$ cat config.mk
export PLATFORM = sky130hd
export DESIGN_NAME = acs_sequencer
export DESIGN_NICKNAME = d
export VERILOG_FILES = /design/src/acs_pkg.sv /design/src/acs_pin_sync.sv /design/src/acs_limit_mon.sv /design/src/acs_sequencer.sv
export VERILOG_INCLUDE_DIRS = /design/src /design/src/src
export SDC_FILE = /design/constraint.sdc
export NUM_CORES = 2
export LEC_CHECK = 0
export BUFFER_PORTS_ARGS = -buffer_cell sky130_fd_sc_hd__buf_2
export CORE_UTILIZATION = 59
export DETAILED_ROUTE_END_ITERATION = 8
export HOLD_SLACK_MARGIN = 0.08
export PLACE_DENSITY = 0.76
export SLEW_MARGIN = 20
export SYNTH_ARGS = -nofsm -noshare
export SYNTH_HDL_FRONTEND = slang
export SYNTH_SLANG_ARGS = --single-unit
$ cat constraint.sdc
create_clock -name CORE_CLK -period 6.6 [get_ports CORE_CLK]
set_clock_uncertainty 0.2 [all_clocks]
set_input_delay 1.32 -clock CORE_CLK [delete_from_list [all_inputs] [get_ports CORE_CLK]]
set_output_delay 1.32 -clock CORE_CLK [all_outputs]
set_load 0.02 [all_outputs]
$ cat src/acs_params.svh
// Constants of the conversion sequencer: pointers, command bits,
// reset values and timing counts.
// Assumes a core clock of ACS_CLK_MHZ megahertz.
`ifndef ACS_PARAMS_SVH
`define ACS_PARAMS_SVH

// ----------------------------------------------------------------
// Register pointers
// ----------------------------------------------------------------
`define ACS_PTR_CMD       8'h00
`define ACS_PTR_RESULT    8'h01
`define ACS_PTR_LIM_FIRST 8'h04
`define ACS_PTR_LIM_LAST  8'h1E
`define ACS_PTR_ALERT_A   8'h1F
`define ACS_PTR_ALERT_B   8'h20

// ----------------------------------------------------------------
// Command fields and reset values
// ----------------------------------------------------------------
`define ACS_CMD_AUTO      0
`define ACS_CMD_CLEAR     2
`define ACS_CMD_POL       3
`define ACS_CMD_RESET     16'h0000
`define ACS_UPPER_RESET   12'hFFF
`define ACS_LOWER_RESET   12'h000
`define ACS_HYST_RESET    12'h000
`define ACS_SLAVE_ADDR    7'h20
`define ACS_HOLD_AT       4'h3

// ----------------------------------------------------------------
// Timing
// ----------------------------------------------------------------
`define ACS_CLK_MHZ       100
`define ACS_CONV_NS       3000
`define ACS_CONV_CYC      ((`ACS_CONV_NS * `ACS_CLK_MHZ) / 1000)
`define ACS_AUTO_US       50
`define ACS_AUTO_CYC      (`ACS_AUTO_US * `ACS_CLK_MHZ)

`endif

$ cat src/acs_pkg.sv
// Types shared by the conversion sequencer modules.
// Assumes acs_params.svh supplies all numeric constants.
package acs_pkg;

  // ----------------------------------------------------------------
  // State encodings
  // ----------------------------------------------------------------
  typedef enum logic [2:0] {
    ACS_IDLE     = 3'b000,
    ACS_ADDR     = 3'b001,
    ACS_ADDR_ACK = 3'b010,
    ACS_RX       = 3'b011,
    ACS_RX_ACK   = 3'b100,
    ACS_TX       = 3'b101,
    ACS_TX_ACK   = 3'b110
  } acs_bus_e;

  typedef enum logic {
    ACS_CONV_IDLE = 1'b0,
    ACS_CONV_RUN  = 1'b1
  } acs_conv_e;

  // ----------------------------------------------------------------
  // Carriers
  // ----------------------------------------------------------------
  typedef struct packed {
    logic [3:0]  chan;
    logic [11:0] data;
  } acs_result_s;

  typedef struct packed {
    logic        done;
    logic [3:0]  chan;
    logic [11:0] data;
  } acs_sample_s;

  typedef struct packed {
    logic scl;
    logic sda;
    logic scl_rise;
    logic scl_fall;
    logic start;
    logic stop;
  } acs_pins_s;

  typedef struct packed {
    logic [1:0][2:0] sh;
    acs_pins_s       pins;
  } acs_sync_s;

  typedef struct packed {
    acs_bus_e    bst;
    logic [3:0]  bcnt;
    logic [7:0]  shreg;
    logic        rd;
    logic        ackd;
    logic        sda_oe;
    logic        pend;
    logic        stretch;
    logic [7:0]  ptr;
    logic [1:0]  wph;
    logic [7:0]  wmsb;
    logic        rfirst;
    logic        rbyte;
    logic [15:0] rword;
    logic [15:0] cmd;
    logic        pwr_down;
    logic        restart;
    logic [3:0]  cur;
    acs_conv_e   cst;
    logic [15:0] ccnt;
    logic [15:0] acnt;
    logic        cstart;
    acs_result_s res;
    logic        alert;
    logic        mwr;
    logic        mclr;
    logic [7:0]  maddr;
    logic [11:0] mdata;
    acs_sample_s smp;
  } acs_core_s;

endpackage : acs_pkg

$ cat src/acs_pin_sync.sv
// Bus pin synchroniser: three flops per pin, level accepted when the
// second and third agree, plus clock edges and start/stop events.
// Assumes raw pin levels from outside the core clock domain.
`timescale 1ns/1ps

module acs_pin_sync (
  input  logic               clk,
  input  logic               srst,
  input  logic               scl_pin,
  input  logic               sda_pin,
  output acs_pkg::acs_pins_s pins
);

  acs_pkg::acs_sync_s q;
  acs_pkg::acs_sync_s next_q;
  logic [1:0]         raw;

  assign raw  = {sda_pin, scl_pin};
  assign pins = q.pins;

  // Shift chains, filtered levels and events
  always_comb
  begin
    logic [1:0] lvl;
    lvl    = {q.pins.sda, q.pins.scl};
    next_q = q;
    for (int i = 0; i < 2; i++)
    begin
      next_q.sh[i] = {q.sh[i][1:0], raw[i]};
      if (q.sh[i][1] == q.sh[i][2])
      begin
        lvl[i] = q.sh[i][1];
      end
    end
    next_q.pins.scl      = lvl[0];
    next_q.pins.sda      = lvl[1];
    next_q.pins.scl_rise = lvl[0] & !q.pins.scl;
    next_q.pins.scl_fall = !lvl[0] & q.pins.scl;
    next_q.pins.start    = q.pins.scl & lvl[0] & q.pins.sda & !lvl[1];
    next_q.pins.stop     = q.pins.scl & lvl[0] & !q.pins.sda & lvl[1];
    if (srst)
    begin
      next_q          = '0;
      next_q.sh       = '1;
      next_q.pins.scl = 1'b1;
      next_q.pins.sda = 1'b1;
    end
  end

  // State register
  always_ff @(posedge clk)
  begin
    q <= next_q;
  end

endmodule : acs_pin_sync

$ cat src/acs_limit_mon.sv
// Limit registers per channel and the alert status bits they drive.
// Assumes one-cycle write and sample strobes from the sequencer core.
`timescale 1ns/1ps
`include "acs_params.svh"

module acs_limit_mon #(
  parameter int unsigned NCH = 9
) (
  input  logic                 clk,
  input  logic                 srst,
  input  logic                 wr,
  input  logic [7:0]           waddr,
  input  logic [11:0]          wdata,
  input  logic [7:0]           raddr,
  output logic [15:0]          rdata,
  input  logic                 clr,
  input  acs_pkg::acs_sample_s smp,
  output logic [15:0]          stat_a,
  output logic [15:0]          stat_b,
  output logic                 any
);

  if (NCH < 1 || NCH > 9)
  begin : g_bad_nch
    $error("acs_limit_mon: NCH must be 1 to 9");
  end

  typedef struct packed {
    logic [3*NCH-1:0][11:0] lim;
    logic [2*NCH-1:0]       st;
  } acs_mon_s;

  acs_mon_s    q;
  acs_mon_s    next_q;
  logic [7:0]  widx;
  logic [7:0]  ridx;
  logic [17:0] st_w;

  assign widx   = waddr - `ACS_PTR_LIM_FIRST;
  assign ridx   = raddr - `ACS_PTR_LIM_FIRST;
  assign st_w   = 18'(q.st);
  assign stat_a = st_w[15:0];
  assign stat_b = {14'h0000, st_w[17:16]};
  assign any    = |q.st;
  assign rdata  = (int'(ridx) < 3 * NCH) ? {4'h0, q.lim[ridx]} : 16'h0000;

  // Limit writes, clear, then compare: a set in the clear cycle wins
  always_comb
  begin
    int          c;
    logic [11:0] hi;
    logic [11:0] lo;
    logic [11:0] hy;
    c      = int'(smp.chan);
    hi     = 12'h000;
    lo     = 12'h000;
    hy     = 12'h000;
    next_q = q;
    if (wr && int'(widx) < 3 * NCH)
    begin
      next_q.lim[widx] = wdata;
    end
    if (clr)
    begin
      next_q.st = '0;
    end
    if (smp.done && c < NCH)
    begin
      hi = q.lim[3*c];
      lo = q.lim[3*c+1];
      hy = q.lim[3*c+2];
      if (smp.data > hi)
      begin
        next_q.st[2*c+1] = 1'b1;
      end
      else if ({1'b0, smp.data} + {1'b0, hy} <= {1'b0, hi})
      begin
        next_q.st[2*c+1] = 1'b0;
      end
      if (smp.data < lo)
      begin
        next_q.st[2*c] = 1'b1;
      end
      else if ({1'b0, smp.data} >= {1'b0, lo} + {1'b0, hy})
      begin
        next_q.st[2*c] = 1'b0;
      end
    end
    if (srst)
    begin
      next_q.st = '0;
      for (int i = 0; i < 3 * NCH; i++)
      begin
        next_q.lim[i] = (i % 3 == 0) ? `ACS_UPPER_RESET :
                        (i % 3 == 1) ? `ACS_LOWER_RESET : `ACS_HYST_RESET;
      end
    end
  end

  // State register
  always_ff @(posedge clk)
  begin
    q <= next_q;
  end

endmodule : acs_limit_mon

$ cat src/acs_sequencer.sv
// Converter control: two-wire register port, command and autocycle
// channel sequencing, converter timing, power-down and alert pin.
// Assumes an analog converter that holds ADC_DATA valid at the end of
// ADC_BUSY, and open-drain wires resolved outside from the enables.
//
// Contract
// Start in partial power-down; stay there while idle.
// Leave partial power-down when the bus master addresses us.
// Command register write at pointer 0x00 selects command mode (default).
// Master points to result register 0x01, then reads to trigger.
// Conversion ends while channel id bits of first byte shift out.
// Next command conversion starts only when next result read begins.
// Acquisition plus conversion takes about 3 us per channel.
// Command mode steps up through selected channels, wraps to first.
// Master ends command mode with a final NACK then STOP.
// STOP in command mode halts, powers down, keeps command register.
// Reads after a STOP restart at first selected channel.
// Result is two bytes: id plus 4 MSBs, then 8 LSBs.
// Top command bits select channels; highest bit is lowest channel.
// Command rewrite abandons sequence; next is new first channel.
// Autocycle converts in the background about every 50 us.
// Autocycle accepts bus access anytime; result holds latest value.
// Autocycle off at power-up; enabled by bit 0, channels bits 15..7.
// Autocycle steps up from lowest selected channel and loops.
// Autocycle compares each result with limits, updates alert status.
// Limit violation drives alert with polarity from command bit 3.
// Master clears autocycle before command conversions, may resume.
// STOP in autocycle does not power down; conversions continue.
// Alert raised when result above upper or below lower limit.
// Alert clears only once back inside by the hysteresis value.
// Writing command bit 2 clears alert output and alert status.
`timescale 1ns/1ps
`include "acs_params.svh"

module acs_sequencer #(
  parameter logic [6:0]  SLAVE_ADDR  = `ACS_SLAVE_ADDR,
  parameter int unsigned AUTO_CYCLES = `ACS_AUTO_CYC
) (
  input  logic        CORE_CLK,
  input  logic        SRST,
  input  logic        SCL_IN,
  output logic        SCL_OUT,
  output logic        SCL_OE,
  input  logic        SDA_IN,
  output logic        SDA_OUT,
  output logic        SDA_OE,
  input  logic [11:0] ADC_DATA,
  output logic [3:0]  ADC_CHANNEL,
  output logic        ADC_START,
  output logic        ADC_BUSY,
  output logic        ADC_POWER_DOWN,
  output logic        ALERT
);

  if (AUTO_CYCLES <= `ACS_CONV_CYC || AUTO_CYCLES > 65536)
  begin : g_bad_auto
    $error("acs_sequencer: AUTO_CYCLES out of range");
  end

  // ----------------------------------------------------------------
  // Signals
  // ----------------------------------------------------------------
  acs_pkg::acs_core_s q;
  acs_pkg::acs_core_s next_q;
  acs_pkg::acs_pins_s pins;
  logic [8:0]         sel;
  logic               auto_on;
  logic               hold;
  logic [15:0]        word;
  logic [7:0]         tx_byte;
  logic [15:0]        rdw;
  logic [15:0]        mon_rdata;
  logic [15:0]        stat_a;
  logic [15:0]        stat_b;
  logic               mon_any;

  // Lowest selected channel at or above a start index, else lowest
  function automatic logic [3:0] pick(input logic [8:0] s, input logic [3:0] from);
    logic [3:0] low;
    logic [3:0] hit;
    logic       found;
    low   = 4'h0;
    hit   = 4'h0;
    found = 1'b0;
    for (int i = 8; i >= 0; i--)
    begin
      if (s[i])
      begin
        low = 4'(i);
        if (4'(i) >= from)
        begin
          hit   = 4'(i);
          found = 1'b1;
        end
      end
    end
    pick = found ? hit : low;
  endfunction : pick

  // ----------------------------------------------------------------
  // Submodules
  // ----------------------------------------------------------------
  acs_pin_sync u_sync (
    .clk     (CORE_CLK),
    .srst    (SRST),
    .scl_pin (SCL_IN),
    .sda_pin (SDA_IN),
    .pins    (pins)
  );

  acs_limit_mon #(
    .NCH (9)
  ) u_mon (
    .clk    (CORE_CLK),
    .srst   (SRST),
    .wr     (q.mwr),
    .waddr  (q.maddr),
    .wdata  (q.mdata),
    .raddr  (q.ptr),
    .rdata  (mon_rdata),
    .clr    (q.mclr),
    .smp    (q.smp),
    .stat_a (stat_a),
    .stat_b (stat_b),
    .any    (mon_any)
  );

  // ----------------------------------------------------------------
  // Decode and transmit data
  // ----------------------------------------------------------------
  // Bit 15 selects the first channel, bit 7 the temperature channel
  assign sel     = {<<{q.cmd[15:7]}};
  assign auto_on = q.cmd[`ACS_CMD_AUTO];
  // In command mode the clock is stretched after the id bits until the conversion is done
  assign hold    = (q.cst == acs_pkg::ACS_CONV_RUN) && !auto_on;
  assign word    = (q.ptr == `ACS_PTR_RESULT && !auto_on) ? q.res : q.rword;
  assign tx_byte = q.rbyte ? word[7:0] : word[15:8];

  // Register read decode, latched at the high byte of each word of a read
  always_comb
  begin
    if (q.ptr == `ACS_PTR_CMD)
    begin
      rdw = q.cmd;
    end
    else if (q.ptr == `ACS_PTR_RESULT)
    begin
      rdw = q.res;
    end
    else if (q.ptr >= `ACS_PTR_LIM_FIRST && q.ptr <= `ACS_PTR_LIM_LAST)
    begin
      rdw = mon_rdata;
    end
    else if (q.ptr == `ACS_PTR_ALERT_A)
    begin
      rdw = stat_a;
    end
    else if (q.ptr == `ACS_PTR_ALERT_B)
    begin
      rdw = stat_b;
    end
    else
    begin
      rdw = 16'h0000;
    end
  end

  // ----------------------------------------------------------------
  // Next state
  // ----------------------------------------------------------------
  always_comb
  begin
    logic        tx_go;
    logic        rx_go;
    logic        hit;
    logic        stop_go;
    logic        go;
    logic        adv;
    logic [3:0]  ch;
    logic [15:0] w;
    tx_go   = 1'b0;
    rx_go   = 1'b0;
    hit     = 1'b0;
    stop_go = 1'b0;
    go      = 1'b0;
    adv     = 1'b0;
    ch      = 4'h0;
    w       = {q.wmsb, q.shreg};
    next_q  = q;
    next_q.cstart   = 1'b0;
    next_q.mwr      = 1'b0;
    next_q.mclr     = 1'b0;
    next_q.smp.done = 1'b0;

    // Drive the pending transmit bit one cycle after the clock fall
    if (q.pend)
    begin
      next_q.pend   = 1'b0;
      next_q.sda_oe = !tx_byte[3'h7 - q.bcnt[2:0]];
    end

    // Bus bit engine
    if (pins.start)
    begin
      next_q.bst     = acs_pkg::ACS_ADDR;
      next_q.bcnt    = 4'h0;
      next_q.sda_oe  = 1'b0;
      next_q.pend    = 1'b0;
      next_q.stretch = 1'b0;
    end
    else if (pins.stop)
    begin
      next_q.bst     = acs_pkg::ACS_IDLE;
      next_q.sda_oe  = 1'b0;
      next_q.pend    = 1'b0;
      next_q.stretch = 1'b0;
      stop_go        = 1'b1;
    end
    else
    begin
      case (q.bst)
        acs_pkg::ACS_ADDR, acs_pkg::ACS_RX:
        begin
          if (pins.scl_rise)
          begin
            next_q.shreg = {q.shreg[6:0], pins.sda};
            next_q.bcnt  = q.bcnt + 4'h1;
          end
          else if (pins.scl_fall && q.bcnt == 4'h8)
          begin
            if (q.bst == acs_pkg::ACS_RX)
            begin
              next_q.sda_oe = 1'b1;
              next_q.bst    = acs_pkg::ACS_RX_ACK;
              rx_go         = 1'b1;
            end
            else if (q.shreg[7:1] == SLAVE_ADDR)
            begin
              next_q.sda_oe = 1'b1;
              next_q.rd     = q.shreg[0];
              next_q.bst    = acs_pkg::ACS_ADDR_ACK;
              hit           = 1'b1;
            end
            else
            begin
              next_q.bst = acs_pkg::ACS_IDLE;
            end
          end
        end
        acs_pkg::ACS_ADDR_ACK, acs_pkg::ACS_RX_ACK:
        begin
          if (pins.scl_fall)
          begin
            next_q.sda_oe = 1'b0;
            next_q.bcnt   = 4'h0;
            if (q.bst == acs_pkg::ACS_ADDR_ACK && q.rd)
            begin
              next_q.bst  = acs_pkg::ACS_TX;
              next_q.pend = 1'b1;
              tx_go       = 1'b1;
            end
            else
            begin
              next_q.bst = acs_pkg::ACS_RX;
            end
          end
        end
        acs_pkg::ACS_TX:
        begin
          adv = pins.scl_fall && !(q.bcnt == `ACS_HOLD_AT && hold);
          // Queue the next data bit while SCL is still held low; one cycle later
          // the bit is driven and the clock let go at the same edge
          if (q.stretch && !hold)
          begin
            if (q.bcnt == `ACS_HOLD_AT)
            begin
              next_q.bcnt = q.bcnt + 4'h1;
              next_q.pend = 1'b1;
            end
            else
            begin
              next_q.stretch = 1'b0;
            end
          end
          else if (adv)
          begin
            next_q.stretch = 1'b0;
            if (q.bcnt == 4'h7)
            begin
              next_q.bcnt   = 4'h8;
              next_q.sda_oe = 1'b0;
              next_q.bst    = acs_pkg::ACS_TX_ACK;
            end
            else
            begin
              next_q.bcnt = q.bcnt + 4'h1;
              next_q.pend = 1'b1;
            end
          end
          else if (pins.scl_fall)
          begin
            next_q.stretch = 1'b1;
          end
        end
        acs_pkg::ACS_TX_ACK:
        begin
          if (pins.scl_rise)
          begin
            next_q.ackd = !pins.sda;
          end
          else if (pins.scl_fall)
          begin
            if (q.ackd)
            begin
              next_q.bst  = acs_pkg::ACS_TX;
              next_q.bcnt = 4'h0;
              next_q.pend = 1'b1;
              tx_go       = 1'b1;
            end
            else
            begin
              next_q.bst = acs_pkg::ACS_IDLE;
            end
          end
        end
        default:
        begin
          next_q.bst = acs_pkg::ACS_IDLE;
        end
      endcase
    end

    // Addressing wakes the converter and opens a new transaction
    if (hit)
    begin
      next_q.wph      = 2'h0;
      next_q.rfirst   = 1'b1;
      next_q.pwr_down = 1'b0;
    end

    // Write bytes: pointer, then high and low data bytes
    if (rx_go)
    begin
      case (q.wph)
        2'h0:
        begin
          next_q.ptr = q.shreg;
          next_q.wph = 2'h1;
        end
        2'h1:
        begin
          next_q.wmsb = q.shreg;
          next_q.wph  = 2'h2;
        end
        default:
        begin
          next_q.wph = 2'h0;
          if (q.ptr == `ACS_PTR_CMD)
          begin
            next_q.cmd     = w;
            next_q.restart = 1'b1;
            next_q.cst     = acs_pkg::ACS_CONV_IDLE;
            next_q.acnt    = 16'h0000;
            next_q.mclr    = w[`ACS_CMD_CLEAR];
          end
          else if (q.ptr >= `ACS_PTR_LIM_FIRST && q.ptr <= `ACS_PTR_LIM_LAST)
          begin
            next_q.mwr   = 1'b1;
            next_q.maddr = q.ptr;
            next_q.mdata = w[11:0];
          end
        end
      endcase
    end

    // Read bytes alternate high then low; a high byte of a command-mode
    // result read starts the next conversion
    if (tx_go)
    begin
      next_q.rbyte  = q.rfirst ? 1'b0 : !q.rbyte;
      next_q.rfirst = 1'b0;
      if (!next_q.rbyte)
      begin
        next_q.rword = rdw;
        if (q.ptr == `ACS_PTR_RESULT && !auto_on && |sel)
        begin
          go = 1'b1;
        end
      end
    end

    // Converter timing; result and limit sample at the end
    if (q.cst == acs_pkg::ACS_CONV_RUN)
    begin
      next_q.ccnt = q.ccnt + 16'h0001;
      if (q.ccnt == 16'(`ACS_CONV_CYC - 1))
      begin
        next_q.cst      = acs_pkg::ACS_CONV_IDLE;
        next_q.res      = {q.cur, ADC_DATA};
        next_q.smp.done = auto_on;
        next_q.smp.chan = q.cur;
        next_q.smp.data = ADC_DATA;
      end
    end

    // Background period timer
    if (auto_on)
    begin
      if (q.acnt == 16'(AUTO_CYCLES - 1))
      begin
        next_q.acnt = 16'h0000;
        if (q.cst == acs_pkg::ACS_CONV_IDLE && |sel)
        begin
          go = 1'b1;
        end
      end
      else
      begin
        next_q.acnt = q.acnt + 16'h0001;
      end
    end
    else
    begin
      next_q.acnt = 16'h0000;
    end

    // Start a conversion on the next selected channel
    if (go)
    begin
      ch              = pick(sel, q.restart ? 4'h0 : 4'(q.cur + 4'h1));
      next_q.cur      = ch;
      next_q.restart  = 1'b0;
      next_q.cst      = acs_pkg::ACS_CONV_RUN;
      next_q.ccnt     = 16'h0000;
      next_q.cstart   = 1'b1;
      if (!auto_on)
      begin
        next_q.res.chan = ch;
      end
    end

    // STOP ends command mode; autocycle keeps running
    if (stop_go && !auto_on)
    begin
      next_q.cst      = acs_pkg::ACS_CONV_IDLE;
      next_q.pwr_down = 1'b1;
      next_q.restart  = 1'b1;
    end
    if (auto_on)
    begin
      next_q.pwr_down = 1'b0;
    end

    // Alert pin level follows the status bits and the polarity bit
    next_q.alert = q.cmd[`ACS_CMD_POL] ? mon_any : !mon_any;

    if (SRST)
    begin
      next_q          = '0;
      next_q.cmd      = `ACS_CMD_RESET;
      next_q.pwr_down = 1'b1;
      next_q.restart  = 1'b1;
      next_q.alert    = 1'b1;
    end
  end

  // State register
  always_ff @(posedge CORE_CLK)
  begin
    q <= next_q;
  end

  // ----------------------------------------------------------------
  // Outputs
  // ----------------------------------------------------------------
  assign SCL_OUT        = 1'b0;
  assign SCL_OE         = q.stretch;
  assign SDA_OUT        = 1'b0;
  assign SDA_OE         = q.sda_oe;
  assign ADC_CHANNEL    = q.cur;
  assign ADC_START      = q.cstart;
  assign ADC_BUSY       = (q.cst == acs_pkg::ACS_CONV_RUN);
  assign ADC_POWER_DOWN = q.pwr_down;
  assign ALERT          = q.alert;

endmodule : acs_sequencer

Yosys cells after proc, flatten, opt, wreduce, memory -nomap -nowiden
Index checks and enable logic that the tools add are counted.
W data, S select, Z words.
- bits in registers: 510
- logic and storage cells: 431
- output and inout port bits: 12
- bits of input ports: 16
- bitwise logic cells: 24
- eq/ne operators: 40
- $lt $le $gt $ge: 29
- mux-type cells: 195
- add/subtract/negate cells: 12
- reductions and logical operators: 62
- $mul: 1
- operators with widths (operator ; number):
    $bwmux W324 ; 1
    $bmux W12 S5 ; 4
    $mux W4 ; 37
    $lt A32 B7 Y1 const B ; 4
    $mux W18 ; 7
    $mux W12 ; 10
    $mux W16 ; 7
    $mux W1 ; 91
    $demux W12 S5 ; 1
    $and A18 B18 Y18 ; 2
    $add A16 B1 Y16 const B ; 2
    $add A32 B2 Y32 const B ; 1
    $add A32 B3 Y32 const B ; 1
    $ge A32 B1 Y1 const B ; 1
    $mux W7 ; 4
    $add A12 B12 Y13 ; 2
    $mux W22 ; 1
    $mux W3 ; 7
    $not A17 Y18 ; 1
    $not A18 Y18 ; 1
    $or A18 B17 Y18 ; 1
    $or A18 B18 Y18 ; 1
    $reduce_or A18 Y1 ; 1
    $mux W17 ; 1
    75 further kinds ; 174

Depth between registers and ports, before layout
- depth in word-level cells: 37
- depth in mapped cells: 33
- mapped depth without buffers: 25

By module
From an unflattened synthesis, not the netlist that was laid out.
- cells, all modules: 3690
- area, all modules: 34453.0 um2
- modules (own cells, without submodules) (module ; cells each ; area an instance (um2) ; times used ; seq. area each (um2)):
    acs_limit_mon ; 2730 ; 26256.4 ; 1 ; 6846.6
    acs_sequencer ; 922 ; 7790.0 ; 1 ; 3123.0
    acs_pin_sync ; 38 ; 406.6 ; 1 ; 240.2

Least setup slack after synthesis
OpenSTA, ideal clock, no wires.
- path kind: register to register
- start: reg q[12] (netlist bit)
- end: reg u_mon.q (netlist bit u_mon.st_w[16])
- path buffers: 8
- clock period less this slack: 7100 ps
- data required time: 6324 ps
- stages on the path, launching flop included: 33
- setup time: 76 ps
- path slack: -500 ps
- arrival: 6825 ps
- cell sequence: dfxtp_1 > buf_4 > inv_1 > clkbuf_1 > clkbuf_1 > clkbuf_1 > ha_1 > ha_1 > buf_2 > clkbuf_1 > buf_1 > mux4_2 > nand2_1 > nand2_1 > o21ai_0 > o21ai_0 > ha_1 > inv_1 > fa_1 > nor2b_1 > o31ai_1 > a21oi_1 > o41a_1 > a21oi_1 > xor2_1 > ha_1 > a21o_1 > or4_1 > a211oi_1 > a211o_1 > buf_1 > nor4b_1 > o22ai_1
- cells in the longest elaborated chain, start to end: 14
- elaborated cells between the ends (all ways): 43
- those cells by class: add/sub: 5; mul: 1; order compare: 9; mux: 19; bitwise: 6; reduce/logical: 3
- ends and longest elaborated chain (what ; RTL line ; source):
    start: declaration ; acs_sequencer.sv:63 ; acs_pkg::acs_core_s q;
    start signal: assignment ; acs_sequencer.sv:470 ; q <= next_q;
    $mul A2 B4 Y6 or $add A5 B1 Y6 (tied branches) ; -- ;
    $add A32 B3 Y32 (tied with other cells) ; acs_limit_mon.sv:71 ; hy = q.lim[3*c+2];
    $bmux W12 S5 or $logic_and A1 B1 Y1 (tied branches) ; acs_limit_mon.sv:71, acs_limit_mon.sv:74, acs_limit_mon.sv:78 ;
    $mux W12 (not written as such) or $mux W1 (tied branches) ; acs_limit_mon.sv:71, acs_limit_mon.sv:74, acs_limit_mon.sv:78 ;
    $mux W12 (not written as such) or $demux W1 S5 (tied branches) ; -- ;
    $add A12 B12 Y13 or $not A18 Y18 (tied branches) ; -- ;
    $le A13 B12 Y1 or $and A18 B18 Y18 (tied branches) ; -- ;
    $mux W18 ; acs_limit_mon.sv:76 ; else if ({1'b0, smp.data} + {1'b0, hy} <= {1'b0, hi})
    $mux W18 ; acs_limit_mon.sv:72 ; if (smp.data > hi)
    $mux W18 ; acs_limit_mon.sv:67 ; if (smp.done && c < NCH)
    $and A18 B18 Y18 (no line) ; -- ;
    $mux W18 ; acs_limit_mon.sv:84 ; else if ({1'b0, smp.data} >= {1'b0, lo} + {1'b0, hy})
    $mux W18 ; acs_limit_mon.sv:80 ; if (smp.data < lo)
    $mux W18 * ; acs_limit_mon.sv:67 ;
    end signal: assignment ; acs_limit_mon.sv:103 ; q <= next_q;
    end: declaration ; acs_limit_mon.sv:33 ; acs_mon_s q;
Mark *: on every way between the ends. The rest lies on a longest branch, timed or not. The select of a mux whose other input is x is not followed.
A chain may end at the register's enable or synchronous reset.

Worst setup path after layout
Same ends and word-level chain as after synthesis.

==> impl_metrics.ini <==
[timing]
final-hold-violation-count = 0
final-setup-viol-count = 0
setup_tns_ns = 0
timing.fmax_mhz = 157.5
final.period_utilization_pct = 96.23
period_minus_slack_ns = 6.351
fin_ws_ns = 0.2491
drv_slew = 0
worst_pin_slew_ns = 1.214
rsz0062_at_grt = false
holdWs_ns = 0.2048
relSlewSlack_pct = 19.04

[status]
outcome = finished clean

[logic_synthesis]
yosysTopAreaCellShare_pct = 30.10
netlist_top_cells_area = dfxtp_1 (30%), mux4_2 (19%), nand2_1 (5.9%)
synth_edf_count = 0
synth_cells = 3755
synth_top_area_cell = dfxtp_1
yosysSeqAreaShare_pct = 30.10
ys.flop_type = dfxtp_1
synth-seq-cells = 510
ys_types = 95
async_flop_share_pct = 0
synthesis.area_per_instance_sq_um = 9.034
syn_area_sq_mm = 0.03392
ys.warnings.count = 0

[finish]
num-fill-cells = 4670
final_common_cell = nand2_1
area_growth_pct = 7.967
fin_nets = 3722
seq_area_sq_mm = 0.01023
multiInputGateArea_sq_mm = 0.02216
layout_common_cells = nand2_1 (534), dfxtp_1 (499), a21oi_1 (306)
design_area_sq_mm = 0.03663
drive_gt1_share_pct = 17.39

[place]
gp_congestion = 1.018
dp_hpwl_mm = 80.66
io_buffers = 25
dpl_cell_area_sq_mm = 0.03457
place_ws_ns = 0.006471

[drt]
drtAntennaViolNets = 0
wl_mm = 123.2
drc = 0
num_vias = 31896
wire_per_inst_um = 27.95
dr.pass1.iters = 9
drt_iter0_drc = 4821
vias_per_cell = 7.236

[power_and_ir_drop]
p_per_area_mw_per_mm2 = 175.4
p_total_mw = 6.425
p_leak_nw = 12.36
peakVddDrop_mv = 0.2060

[floorplan]
ios = 28
die_h_um = 241.8
fp.dieArea_sq_mm = 0.05846
die_x_um = 241.8
initial_core_util_pct = 59.93
fp-row-count = 87
fp.coreArea_sq_mm = 0.05660

[clock_tree]
clock_latency_ns = 0.66
cts-htree-levels = 2
cts_tree = done
clock_path_buffers = 3
clk_pin_slew_worst_paths_ns = 0.06
clkSinkCount = 510
root_buffer = clkbuf_16
cts_made_buffers = 56

[worst_setup_path]
cp.required_ns = 6.97
crit_fanout = 25
cp_num_buf_inv = 2
worstSetupPathType = reg -> reg
cp_slowest_stage_delay_ns = 0.56
critical_path.startpoint_type = flip-flop
crit_path_cell_trace = ha_1 -> fa_1 -> ha_4 -> buf_12 -> buf_12 -> mux4_2 -> mux4_2 -> nor2_1 -> a31oi_1 -> ha_1 -> nor3_1 -> nor2_1 -> o41a_1 -> a21oi_1 -> xor2_1 -> ha_1 -> a21o_1 -> or4_1 -> a211oi_1 -> a211o_2 -> nor4b_1 -> o22ai_1
end_kind = flip-flop
cp_slowest_cell = mux4_2
crit_family = adder cells
worstPathArrival_ns = 6.72
path_common_cell = ha_1

[hold_path]
hold_class = reg -> reg

[global_route]
antenna_found_initial = 7
grt_start_max_net_pins = 230
grt_pass1_vias = 29859
grt_pass1_wl_mm = 186.2
grt_usage_pct = 41.45
grt_overflow = 0

[flow_run]
drv_cap = 0
repair_timing:
action | CTS | global route
endpoints found under the hold margin | 0 | 0
gates resized for setup | 1 | 11
pin swaps | 1 | 2
hold buffers | 0 | 0
buffers inserted | 4 | 6
endpoints found under the setup margin | 15 | 18
registers in the layout (all words and copies together), names as in the netlist:
| register | count |
|---|---|
| ADC_BUSY | 1 |
| ADC_CHANNEL | 4 |
| ADC_POWER_DOWN | 1 |
| ADC_START | 1 |
| ALERT | 1 |
| SCL_OE | 1 |
| SDA_OE | 1 |
| auto_on | 1 |
| q | 145 |
| u_mon.q | 324 |
| u_mon.st_w | 18 |
| u_sync.pins | 6 |
| u_sync.q | 6 |
through the flow:
step,instances,util (%)
6_report,4408,64.71
5_1_grt,4407,64.70
4_1_cts,4401,64.51
3_5_place_dp,4297,61.07
3_3_place_gp,4297,61.07
2_1_floorplan,3756,-
logic make-up after synthesis:
group                    after synthesis  synth area share [%]
AO/OA/AOI/OAI                        867                 15.28
XOR/XNOR                              61                 1.697
adder cells (fa/ha/maj)               98                 3.674
buffers and inverters                398                 5.219
flip-flops                           510                 30.10
multiplexers                         496                 25.36
other                                  1               0.01105
AND/OR/NAND/NOR                     1324                 18.66
worst register-to-register path: cells and delay by family (launching register included):
family                     cells  cell delay, ns
and+or+nand+nor                5            1.14
buffers and inverters          2            0.35
muxes                          2            0.90
AOI/OAI and AO/OA              7            1.37
xor gates and xnor gates       1            0.18
adders and majority gates      5            1.83
DFF                            1            0.34
power breakdown:
part / internal [mW] / switching [mW] / leakage, nW
registers: 3.08 / 0.00111 / 4.12
logic: 0.0178 / 0.0508 / 7.32
clock network: 1.88 / 1.39 / 0.924
final cells by class:
class	instances	share of cell area (%)
antenna	1	0.006832
sequential	510	27.93
inverter	41	0.4202
timing repair buffer	152	3.402
tap	756	2.583
clock buffer	78	4.352
clock inverter	22	0.8028
multi-input combinational	2848	60.50
final timing paths:
kind                                  start             end  cells after the start  slack (ns)
worst min-delay path            u_sync.q[9]    u_sync.q[10]                      1        0.20
worst max-delay path                  q[12]  u_mon.st_w[16]                     22        0.25
worst max register to register        q[12]  u_mon.st_w[16]                     22        0.25
worst min register to register  u_sync.q[9]    u_sync.q[10]                      1        0.20
routing by layer:
| layer | share of wire, % | up-vias | global-route usage [%] |
|---|---|---|---|
| li1 | - | 13632 | - |
| met1 | 36 | 15207 | 52.09 |
| met2 | 41 | 2457 | 58.73 |
| met3 | 15 | 588 | 16.35 |
| met4 | 7.9 | 12 | 27.61 |
| met5 | 0.11 | - | 0 |
cells in the mapped netlist, types with 11 or more instances:
cell / count
nor2b_1: 36
a211oi_1: 21
nand3b_1: 101
or2_2: 12
buf_1: 14
a21o_1: 16
or3_1: 11
nand2b_1: 33
nor3_1: 45
dfxtp_1: 510
nor4_1: 19
o22ai_1: 12
mux2_2: 23
xor2_1: 29
ha_1: 94
mux2i_1: 185
buf_2: 89
nand4_1: 20
a21oi_1: 306
o21ai_0: 287
mux4_2: 286
buf_4: 32
nand2_1: 534
and3_1: 20
inv_1: 40
nor2_1: 222
a211o_1: 17
o211ai_1: 18
nand3_1: 215
xnor2_1: 28
a221oi_1: 70
clkbuf_1: 216
a22oi_1: 13
a31oi_1: 30
Power figures use the tool's default switching activity.
